`config.mk`:
```
export PLATFORM = sky130hd
export DESIGN_NAME = gsbt_timer
export DESIGN_NICKNAME = d
export VERILOG_FILES = /design/src/design/gsbt_pkg.sv /design/src/design/gsbt_sync3.sv /design/src/design/gsbt_timer.sv
export SDC_FILE = /design/constraint.sdc
export NUM_CORES = 1
export LEC_CHECK = 0
export ABC_AREA = 1
export BUFFER_PORTS_ARGS = -buffer_cell sky130_fd_sc_hd__buf_2
export CAP_MARGIN = 20
export CORE_MARGIN = 2
export CORE_UTILIZATION = 52
export DETAILED_ROUTE_END_ITERATION = 16
export PLACE_DENSITY = 0.84
export SYNTH_ARGS = -nofsm -noshare
export SYNTH_HDL_FRONTEND = slang
export SYNTH_SLANG_ARGS = --single-unit
```
`constraint.sdc`:
```
create_clock -name clk -period 1.45 [get_ports clk]
set_input_delay 0.2175 -clock clk [delete_from_list [all_inputs] [get_ports clk]]
set_output_delay 0.2175 -clock clk [all_outputs]
set_load 0.05 [all_outputs]
```
`src/design/gsbt_pkg.sv`:
```
// Shared constants, register map and carrier types for the gated sixteen-bit timer.
package gsbt_pkg;
    localparam int ADDR_W = 4;
    localparam logic [ADDR_W-1:0] ADDR_TIMER_CONTROL = 4'h0;
    localparam logic [ADDR_W-1:0] ADDR_GATE_CONTROL = 4'h1;
    localparam logic [ADDR_W-1:0] ADDR_COUNTER_LOW = 4'h2;
    localparam logic [ADDR_W-1:0] ADDR_COUNTER_HIGH = 4'h3;
    localparam logic [ADDR_W-1:0] ADDR_STATUS = 4'h4;

    // Timer control field positions.
    localparam int TC_ON_BIT = 0;
    localparam int TC_SYNC_DISABLE_BIT = 2;
    localparam int TC_EXT_CLOCK_BIT = 3;
    localparam int TC_PRESCALE_LSB = 4;
    // Gate control field positions.
    localparam int GC_SOURCE_LSB = 0;
    localparam int GC_POLARITY_BIT = 6;
    localparam int GC_ENABLE_BIT = 7;
    // Status field positions.
    localparam int ST_OVERFLOW_BIT = 0;

    localparam logic [7:0] TIMER_CONTROL_RESET = 8'h00;
    localparam logic [7:0] GATE_CONTROL_RESET = 8'h00;
    localparam logic [15:0] COUNTER_RESET = 16'h0000;
    localparam logic [15:0] COUNTER_MAX = 16'hFFFF;

    typedef enum logic [1:0] {
        GSBT_GATE_PIN = 2'h0,
        GSBT_GATE_EIGHT_BIT_OVF = 2'h1,
        GSBT_GATE_PERIOD_MATCH = 2'h2,
        GSBT_GATE_WATCHDOG_OVF = 2'h3
    } gsbt_gate_src_t;

    typedef struct packed {
        logic [ADDR_W-1:0] addr;
        logic [7:0] wdata;
        logic wr;
        logic rd;
    } gsbt_bus_req_t;

    typedef struct packed {
        logic gate_pin;
        logic eight_bit_timer_ovf;
        logic period_timer_match;
        logic watchdog_ovf;
    } gsbt_gate_in_t;
endpackage

```
`src/design/gsbt_sync3.sv`:
```
// Three-stage input synchroniser with agreement on the last two stages.
`timescale 1ns/1ps
module gsbt_sync3 #(
    parameter int WIDTH = 1
) (
    input wire logic clk,
    input wire logic rst,
    input wire logic [WIDTH-1:0] d,
    output logic [WIDTH-1:0] q
);
    logic [WIDTH-1:0] s1_ff;
    logic [WIDTH-1:0] s2_ff;
    logic [WIDTH-1:0] s3_ff;
    logic [WIDTH-1:0] q_ff;

    // A zero-width synchroniser would silently drop the pins it is meant to guard.
    if (WIDTH < 1) begin : g_bad_width
        $error("gsbt_sync3: WIDTH must be at least 1");
    end

    always_ff @(posedge clk) begin
        if (rst) begin
            s1_ff <= '0;
            s2_ff <= '0;
            s3_ff <= '0;
        end else begin
            s1_ff <= d;
            s2_ff <= s1_ff;
            s3_ff <= s2_ff;
        end
    end

    // A bit changes only once stages two and three agree, filtering a one-cycle glitch.
    for (genvar i = 0; i < WIDTH; i++) begin : g_agree
        always_ff @(posedge clk) begin
            if (rst) begin
                q_ff[i] <= 1'b0;
            end else if (s2_ff[i] == s3_ff[i]) begin
                q_ff[i] <= s3_ff[i];
            end
        end
    end

    assign q = q_ff;
endmodule

```
`src/design/gsbt_timer.sv`:
```
// Gated sixteen-bit timer with prescaler, gate selection and register port.
//
// The register addresses and the address-and-strobe port were decided locally.
`timescale 1ns/1ps
// Operation
// - Prescaler divides the timer clock by 1, 2, 4 or 8 per select field.
// - Prescale counter is hidden; any counter byte write clears it.
// - Sync-disable bit bypasses synchronisation of the external clock input.
// - Async external counting continues in sleep; overflow wakes the processor.
// - Mode switches may drop or add one increment.
// - Reading either counter byte during async counting returns a coherent value.
// - Gate enable clear counts freely; set lets the selected gate control counting.
// - Active gate increments on rising clock edges; inactive gate holds count.
// - Gate polarity sets the active level, 0 low, 1 high.
// - Gate source select: pin, eight-bit overflow, period match, watchdog overflow.
// - One polarity setting applies to every selected gate source.
module gsbt_timer
    import gsbt_pkg::*;
(
    input wire logic clk,
    input wire logic rst,
    input wire gsbt_bus_req_t bus_req,
    output logic [7:0] rdata,
    input wire logic counter_clock_source,
    input wire gsbt_gate_in_t gate_in,
    input wire logic sleep,
    output logic overflow_flag,
    output logic wake
);
    logic [7:0] timer_control_reg_ff;
    logic [7:0] gate_control_reg_ff;
    logic [15:0] count_ff;
    logic [15:0] nxt_count;
    logic overflow_ff;
    logic [2:0] prescale_ff;
    logic [7:0] rdata_ff;
    logic [1:0] sync_in;
    logic [1:0] sync_out;
    logic ext_clk_s;
    logic gate_raw_s;
    logic ext_prev_ff;
    logic raw_tap_ff;
    logic raw_prev_ff;
    logic ext_edge;
    logic tick;
    logic gate_selected;
    logic gate_ok;
    logic inc;
    logic wr_count;

    wire timer_on = timer_control_reg_ff[TC_ON_BIT];
    wire sync_disable = timer_control_reg_ff[TC_SYNC_DISABLE_BIT];
    wire ext_select = timer_control_reg_ff[TC_EXT_CLOCK_BIT];
    wire [1:0] prescale_select = timer_control_reg_ff[TC_PRESCALE_LSB +: 2];
    wire gate_enable = gate_control_reg_ff[GC_ENABLE_BIT];
    wire gate_polarity = gate_control_reg_ff[GC_POLARITY_BIT];
    wire [1:0] gate_source_select = gate_control_reg_ff[GC_SOURCE_LSB +: 2];

    function automatic logic hit(input gsbt_bus_req_t r, input logic [ADDR_W-1:0] a);
        hit = r.wr && (r.addr == a);
    endfunction

    assign wr_count = hit(bus_req, ADDR_COUNTER_LOW) || hit(bus_req, ADDR_COUNTER_HIGH);

    // Pins from outside the clock domain: external clock and the gate pin.
    assign sync_in = {gate_in.gate_pin, counter_clock_source};

    gsbt_sync3 #(
        .WIDTH(2)
    ) u_sync (
        .clk(clk),
        .rst(rst),
        .d(sync_in),
        .q(sync_out)
    );

    assign ext_clk_s = sync_out[0];
    assign gate_raw_s = sync_out[1];

    always_ff @(posedge clk) begin
        if (rst) begin
            timer_control_reg_ff <= TIMER_CONTROL_RESET;
        end else if (hit(bus_req, ADDR_TIMER_CONTROL)) begin
            timer_control_reg_ff <= bus_req.wdata;
        end
    end

    always_ff @(posedge clk) begin
        if (rst) begin
            gate_control_reg_ff <= GATE_CONTROL_RESET;
        end else if (hit(bus_req, ADDR_GATE_CONTROL)) begin
            gate_control_reg_ff <= bus_req.wdata;
        end
    end

    // In asynchronous mode the edge is taken from a single capture stage, standing in for
    // the unsynchronised ripple path; it skips the filter so it keeps up with a faster
    // external clock at the cost of metastability margin.
    always_ff @(posedge clk) begin
        if (rst) begin
            raw_tap_ff <= 1'b0;
            raw_prev_ff <= 1'b0;
            ext_prev_ff <= 1'b0;
        end else begin
            raw_tap_ff <= counter_clock_source;
            raw_prev_ff <= raw_tap_ff;
            ext_prev_ff <= ext_clk_s;
        end
    end

    always_comb begin
        if (!ext_select) begin
            ext_edge = 1'b1;
        end else if (sync_disable) begin
            ext_edge = raw_tap_ff && !raw_prev_ff;
        end else begin
            ext_edge = ext_clk_s && !ext_prev_ff;
        end
    end

    // Switching between the two edge paths may drop or add one edge.

    always_ff @(posedge clk) begin
        if (rst || wr_count) begin
            prescale_ff <= 3'h0;
        end else if (timer_on && ext_edge) begin
            prescale_ff <= prescale_ff + 3'h1;
        end
    end

    always_comb begin
        unique case (prescale_select)
            2'h0: tick = ext_edge;
            2'h1: tick = ext_edge && (prescale_ff[0] == 1'b1);
            2'h2: tick = ext_edge && (prescale_ff[1:0] == 2'h3);
            2'h3: tick = ext_edge && (prescale_ff == 3'h7);
        endcase
    end

    always_comb begin
        unique case (gsbt_gate_src_t'(gate_source_select))
            GSBT_GATE_PIN: gate_selected = gate_raw_s;
            GSBT_GATE_EIGHT_BIT_OVF: gate_selected = gate_in.eight_bit_timer_ovf;
            GSBT_GATE_PERIOD_MATCH: gate_selected = gate_in.period_timer_match;
            GSBT_GATE_WATCHDOG_OVF: gate_selected = gate_in.watchdog_ovf;
        endcase
    end

    // Polarity compares the selected source for every source alike.
    assign gate_ok = !gate_enable || (gate_selected == gate_polarity);

    // The sleep input only gates wake: counting never depends on it.
    assign inc = timer_on && tick && gate_ok;

    // A byte write wins over a coincident increment in its own byte only; software should stop the counter first.
    always_comb begin
        nxt_count = count_ff;
        if (inc) begin
            nxt_count = count_ff + 16'h0001;
        end
        if (hit(bus_req, ADDR_COUNTER_LOW)) begin
            nxt_count[7:0] = bus_req.wdata;
        end
        if (hit(bus_req, ADDR_COUNTER_HIGH)) begin
            nxt_count[15:8] = bus_req.wdata;
        end
    end

    always_ff @(posedge clk) begin
        if (rst) begin
            count_ff <= COUNTER_RESET;
        end else begin
            count_ff <= nxt_count;
        end
    end

    // Overflow is sticky; writing one clears it, and a new overflow wins over the clear.
    always_ff @(posedge clk) begin
        if (rst) begin
            overflow_ff <= 1'b0;
        end else if (inc && count_ff == COUNTER_MAX) begin
            overflow_ff <= 1'b1;
        end else if (hit(bus_req, ADDR_STATUS) && bus_req.wdata[ST_OVERFLOW_BIT]) begin
            overflow_ff <= 1'b0;
        end
    end

    // Reads sample the clock-domain copy of the count, so a byte is never torn.
    // Overflow between two byte reads is left to software.
    always_ff @(posedge clk) begin
        if (rst) begin
            rdata_ff <= 8'h00;
        end else if (bus_req.rd) begin
            unique case (bus_req.addr)
                ADDR_TIMER_CONTROL: rdata_ff <= timer_control_reg_ff;
                ADDR_GATE_CONTROL: rdata_ff <= gate_control_reg_ff;
                ADDR_COUNTER_LOW: rdata_ff <= count_ff[7:0];
                ADDR_COUNTER_HIGH: rdata_ff <= count_ff[15:8];
                ADDR_STATUS: rdata_ff <= {7'h00, overflow_ff};
                default: rdata_ff <= 8'h00;
            endcase
        end else begin
            rdata_ff <= 8'h00;
        end
    end

    assign rdata = rdata_ff;
    assign overflow_flag = overflow_ff;
    assign wake = overflow_ff && sleep;
endmodule

```
# ---- Word-level counts from Yosys, hierarchy flattened
# Cells that the tools add are included.
dict set report word_totals {
  output_inout_bits 10
  wordCells 73
  regBits 55
  in_bits 22
}
dict set report classes {
  n_reduce_logical 29
  n_bitwise 1
  add_sub_neg 2
  n_eq_ne 16
  mux 10
}
# cell n
set op_table {}
lappend op_table {{8-bit one-hot mux with 5 select lines} 1}
lappend op_table {{16-bit by 1-bit adder with 16-bit output (second input constant)} 1}
lappend op_table {{16-bit equality test (second input constant)} 1}
lappend op_table {{1-bit logical AND} 16}
lappend op_table {{16-bit 2-to-1 mux} 1}
lappend op_table {{8-bit 2-to-1 mux} 2}
lappend op_table {{2-bit equality test (second input constant)} 5}
lappend op_table {{4-bit by 2-bit equality test with 1-bit output (second input constant)} 2}
lappend op_table {{1-bit one-hot mux with 4 select lines} 2}
lappend op_table {{2-bit nonzero test} 3}
lappend op_table {{2-bit by 1-bit equality test with 1-bit output (second input constant)} 2}
lappend op_table {{4-bit by 1-bit equality test with 1-bit output (second input constant)} 1}
lappend op_table {{4-bit by 3-bit equality test with 1-bit output (second input constant)} 1}
lappend op_table {{2-bit logical NOT} 2}
lappend op_table {{4-bit logical NOT} 1}
lappend op_table {{1-bit 2-to-1 mux} 4}
lappend op_table {{3-bit by 1-bit adder with 3-bit output (second input constant)} 1}
lappend op_table {{1-bit equality test} 3}
lappend op_table {{3-bit equality test (second input constant)} 1}
lappend op_table {{1-bit logical NOT} 3}
lappend op_table {{1-bit logical OR} 3}
lappend op_table {{2-bit OR reduction} 1}
lappend op_table {{1-bit inverter} 1}

# ---- Logic depth before layout (Yosys ltp)
dict set report depth {
  depth_word 10
  depth_mapped 11
  ltp_nobuf 10
}

# ---- Cells and area by module
# From an unflattened synthesis, not the netlist that was laid out.
dict set report hier_totals {
  cells_unflattened 406
  hier_area_um2 2780.2
}
# mod seq_area_each_um2 area_each_um2 cells_per_inst n_inst
set by_module_without_submodules {}
lappend by_module_without_submodules {gsbt_timer 940.9 2543.7 379 1}
lappend by_module_without_submodules {gsbt_sync3 160.2 236.5 27 1}

# ---- Worst setup path after synthesis
# No wires, ideal clock.
dict set report synth_timing {
  path_type {register -> register}
  from {register prescale_ff[0]}
  to {register count_ff[8]}
  period_less_slack_ps 1557
  slack_ps -107
  t_arrival_ps 1490
  n_path_buf 1
  path_stages_with_launch 11
  setup_ps 67
  cell_sequence {dfxtp_1 ha_1 ha_1 nand2_1 nand3_1 o31ai_1 nor2_1 nand2_2 buf_2 nand3_1 a21oi_2}
}
dict set report synth_between {
  elab_chain_len 6
}
# element line_no
set synth_lines {}
lappend synth_lines {{start: declaration} gsbt_timer.sv:35} ;# logic [2:0] prescale_ff;
lappend synth_lines {{start signal: assignment} gsbt_timer.sv:127} ;# prescale_ff <= prescale_ff + 3'h1;
lappend synth_lines {{3-bit equality test or 2-bit equality test (tied branches)} {gsbt_timer.sv:136, gsbt_timer.sv:135}}
lappend synth_lines {{1-bit logical AND, on equally long branches} {gsbt_timer.sv:136, gsbt_timer.sv:135}}
lappend synth_lines {{1-bit one-hot mux with 4 select lines *} gsbt_timer.sv:132} ;# unique case (prescale_select)
lappend synth_lines {{1-bit logical AND * (2 in a row)} gsbt_timer.sv:153} ;# assign inc = timer_on && tick && gate_ok;
lappend synth_lines {{2-bit nonzero test (no line) *} -}
lappend synth_lines {{end signal: assignment} gsbt_timer.sv:173} ;# count_ff <= nxt_count;
lappend synth_lines {{end: declaration} gsbt_timer.sv:32} ;# logic [15:0] count_ff;
# Every way passes the cells marked *; elsewhere a longest branch is shown, timed or not.
# A chain may end at the register's enable or synchronous reset.

# ---- Worst setup path in the final report
dict set report layout_timing {
  from {register prescale_ff[1]}
  to {register count_ff[9]}
}
# Same word-level chain as after synthesis.

==> flow_summary_export.csv <==
group,metric,value,unit
pwr,p_int,1.932,mW
critical_path,crit_arrival,1.79,ns
pwr,p_sw_frac,0.2439,
clock_network,cts_root_buf,"clkbuf_8",
timing,finalCritPeriodShare,1.076,
clock_network,htreeDepth,2,
pwr,cellPowerDensity,750.4,nW/um2
clock_network,clock_sinks,53,
place,placed_cells,520,
yosys,syn_avg_cell_area,6.732,um2
detailed_routing,drc,0,
timing,fin_setup_tns,-1.200,ns
place,hpwl,5541,um
critical_path,crit_type,"register to register",
global_routing,grt_max_degree,21,
critical_path,crit_top_cell,"ha_4",
yosys,synth_seq_area_share,0.3920,
clock_network,clock_latency,0.31,ns
detailed_routing,drt-wirelength-per-cell,13.99,um
pwr,finalPower,2.555,mW
yosys,yosysMostFrequentCell,"nand2_1",
layout,design_area,3405,um2
timing,whs,0.1087,ns
critical_path,crit_path_start_kind,"register",
timing,slew_violations,0,
detailed_routing,wirelength,7401,um
timing,period_minus_slack,1.560,ns
critical_path,cp_max_fo,8,
critical_path,end_kind,"register",
yosys,synth-edff-count,0,
critical_path,rr_endpoint,"count_ff[9]",
critical_path,required,1.68,ns
clock_network,cts_tree,"built",
global_routing,grt_pass1_wl,12140,um
yosys,syn-num-nets,427,
timing,setup_violations,16,
floorplan,dieWidth,76.14,um
floorplan,initial_core_util,0.5333,
clock_network,cts_buffer_depth,2,
floorplan,fp.coreArea,5075,um2
global_routing,grt_overflow_total,0,
floorplan,die_h,76.14,um
yosys,ys_top_cells_by_count,"nand2_1 (103), dfxtp_1 (53), nor2_1 (47), inv_1 (42), nand3_1 (41)",
place,io_buffers,31,
layout,final_nets,484,
hold_path,whs_endpoint,"u_sync.s1_ff[1]",
yosys,ys.flop_type,"dfxtp_1",
floorplan,ios,32,
yosys,synth.distinct_cells,33,
global_routing,grtUsageTotal,0.2581,
timing,slew_headroom,0.7472,
pwr,clockPowerShare,0.331,
pwr,peakVddDrop,0.5147,mV
detailed_routing,drt-initial-drc-count,295,
place,post-place-ws,-0.1730,ns
run_status,violations,"setup timing",
hold_path,min_from,"gate_in[3]",
layout,synthToLayoutAreaGrowth,25.80,%
critical_path,regToRegStartpoint,"prescale_ff[1]",
layout,final_cells,529,
detailed_routing,drtAntennaViolNets,0,
critical_path,crit_buf_inv,1,
timing,finClkSkew,0.009767,ns
yosys,synthTopCellsByArea,"dfxtp_1 (39%), nand2_1 (14%), nand3_1 (7.6%)",
place,routabilityCongestion,0.9691,
layout,drive_above_1_share,0.2593,
timing,fmax,641.1,MHz
pwr,power_frac_seq,0.582,
timing,layout_setup_ws,-0.1099,ns
timing,finalHoldViolations,0,
yosys,synthCells,402,
yosys,synth_top_area_share,0.3920,
yosys,ys_warn_count,0,
clock_network,cts_buffers,5,
critical_path,cp_top_family,"simple AND/OR/NAND/NOR gates",
floorplan,die_area,5797,um2
floorplan,std_cell_rows,26,
layout,antenna_cells,0,
critical_path,worst-path-stages,10,
yosys,synth_top_area_cell,"dfxtp_1",
timing,rsz0062_at_grt,"true",
critical_path,cp_slowest_cell,"dfxtp_2",
place,place_area,3119,um2
global_routing,grt_antenna_before_repair,0,
hold_path,hold_path_class,"input port to register",
hold_path,min_path_cells,3,
timing,tightest_slew,0.3782,ns
yosys,syn_area,2706,um2
detailed_routing,vias_per_cell,5.412,
critical_path,crit_chain,"ha_4, ha_4, nand2_2, nand3_2, o31ai_4, nor2_2, nand2_4, buf_8, nand3_1, a21oi_1",
clock_network,clk_pin_slew,0.09,ns
detailed_routing,first_pass_iters,5,
global_routing,grt_pass1_vias,2550,
detailed_routing,via_count,2863,
pwr,leakage,1.359,nW
critical_path,max_stage_delay,0.35,ns
critical_path,rr_worst_depth,10,
run_status,status,"complete, but fails checks",
yosys,synth-seq-cells,53,
critical_path,r2r_slack,-0.11,ns
pwr,p_switching,0.6230,mW
yosys,synthArstFlopShare,0,
pwr,comb_power_share,0.087,
layout,final_util,0.6709,
run,maxCapViolations,0,
cells by family (layout without fill, tap and decap cells):
kind of cell             count (synthesis)  count (layout)  synth area share
AO/OA/AOI/OAI                           83              83            0.1669
XOR/XNOR                                 3               3          0.009711
adder cells (fa/ha/maj)                  3               3           0.01387
buffers and inverters                   57             114           0.09153
flip-flops                              53              53            0.3920
AND/OR/NAND/NOR                        203             203            0.3259
tightest hold or removal path, cell delays in order:
cell and delay [ns]:
buf_2 0.09, inv_1 0.04, nor2_1 0.03
placed cells by master, fill, tap and decap left out, types with 2 or more instances in the layout:
master and n:
buf_2 31, nand2_1 95, nand3_2 12, inv_1 42
nor2_4 2, a21oi_2 7, a21oi_1 34, nor2_2 3
buf_4 26, buf_6 4, xor2_1 2, ha_4 2
nor2_1 44, nand2_4 4, nand4_1 4, nand3_1 28
clkbuf_8 6, dfxtp_2 5, o21ai_0 26, o21ai_1 2
nand3_4 2, nand2_2 7, o22ai_1 7, dfxtp_1 48
o221ai_1 4
layout make-up:
cell class | instances | area [um2]
fillers | 452 | 1670
multi-input cells | 292 | 1574
flip-flops and latches | 53 | 1067
repair buffers | 62 | 410.4
inverters | 45 | 175.2
well taps | 70 | 87.58
clock buffers | 6 | 82.58
clock inverters | 1 | 7.507
flip-flops by register name, summed over array words and instances (netlist names):
register / count
prescale_ff: 3
gate_control_reg_ff: 8
overflow_flag: 1
u_sync.q: 2
u_sync.s1_ff: 2
rdata: 8
u_sync.s2_ff: 2
u_sync.s3_ff: 2
count_ff: 16
ext_prev_ff: 1
timer_control_reg_ff: 8
timing repair:
action	in CTS	in global routing
hold buffers	0	0
resized for setup	29	16
pin swaps	21	8
buffers inserted	2	0
endpoints found under the setup margin	17	17
worst max-delay path by stage:
stage,startpoint,slack (ns),to
floorplan,prescale_ff[0],0.02,count_ff[0]
detailed placement,prescale_ff[1],-0.17,count_ff[10]
CTS,prescale_ff[0],-0.10,count_ff[12]
global placement,prescale_ff[1],-0.09,count_ff[11]
global route,prescale_ff[0],-0.20,count_ff[11]
finish,prescale_ff[1],-0.11,count_ff[9]
routing by layer:
metal  global-route usage  vias to the layer above  routed length, um
met3              0.04621                       15                585
li1                     -                     1428                  -
met5                    0                        -                  0
met4              0.05091                        0                102
met1               0.3521                     1304               3213
met2               0.4330                      116               3500
power groups by stage:
stage / sequential (mW) / combinational (mW) / clock, mW
2_1_floorplan: 1.52 / 0.110 / 0
3_3_place_gp: 1.52 / 0.199 / 0
3_5_place_dp: 1.52 / 0.204 / 0
4_1_cts: 1.49 / 0.216 / 0.862
5_1_grt: 1.49 / 0.244 / 0.924
6_report: 1.49 / 0.223 / 0.844
(Power assumes the default switching activity.)
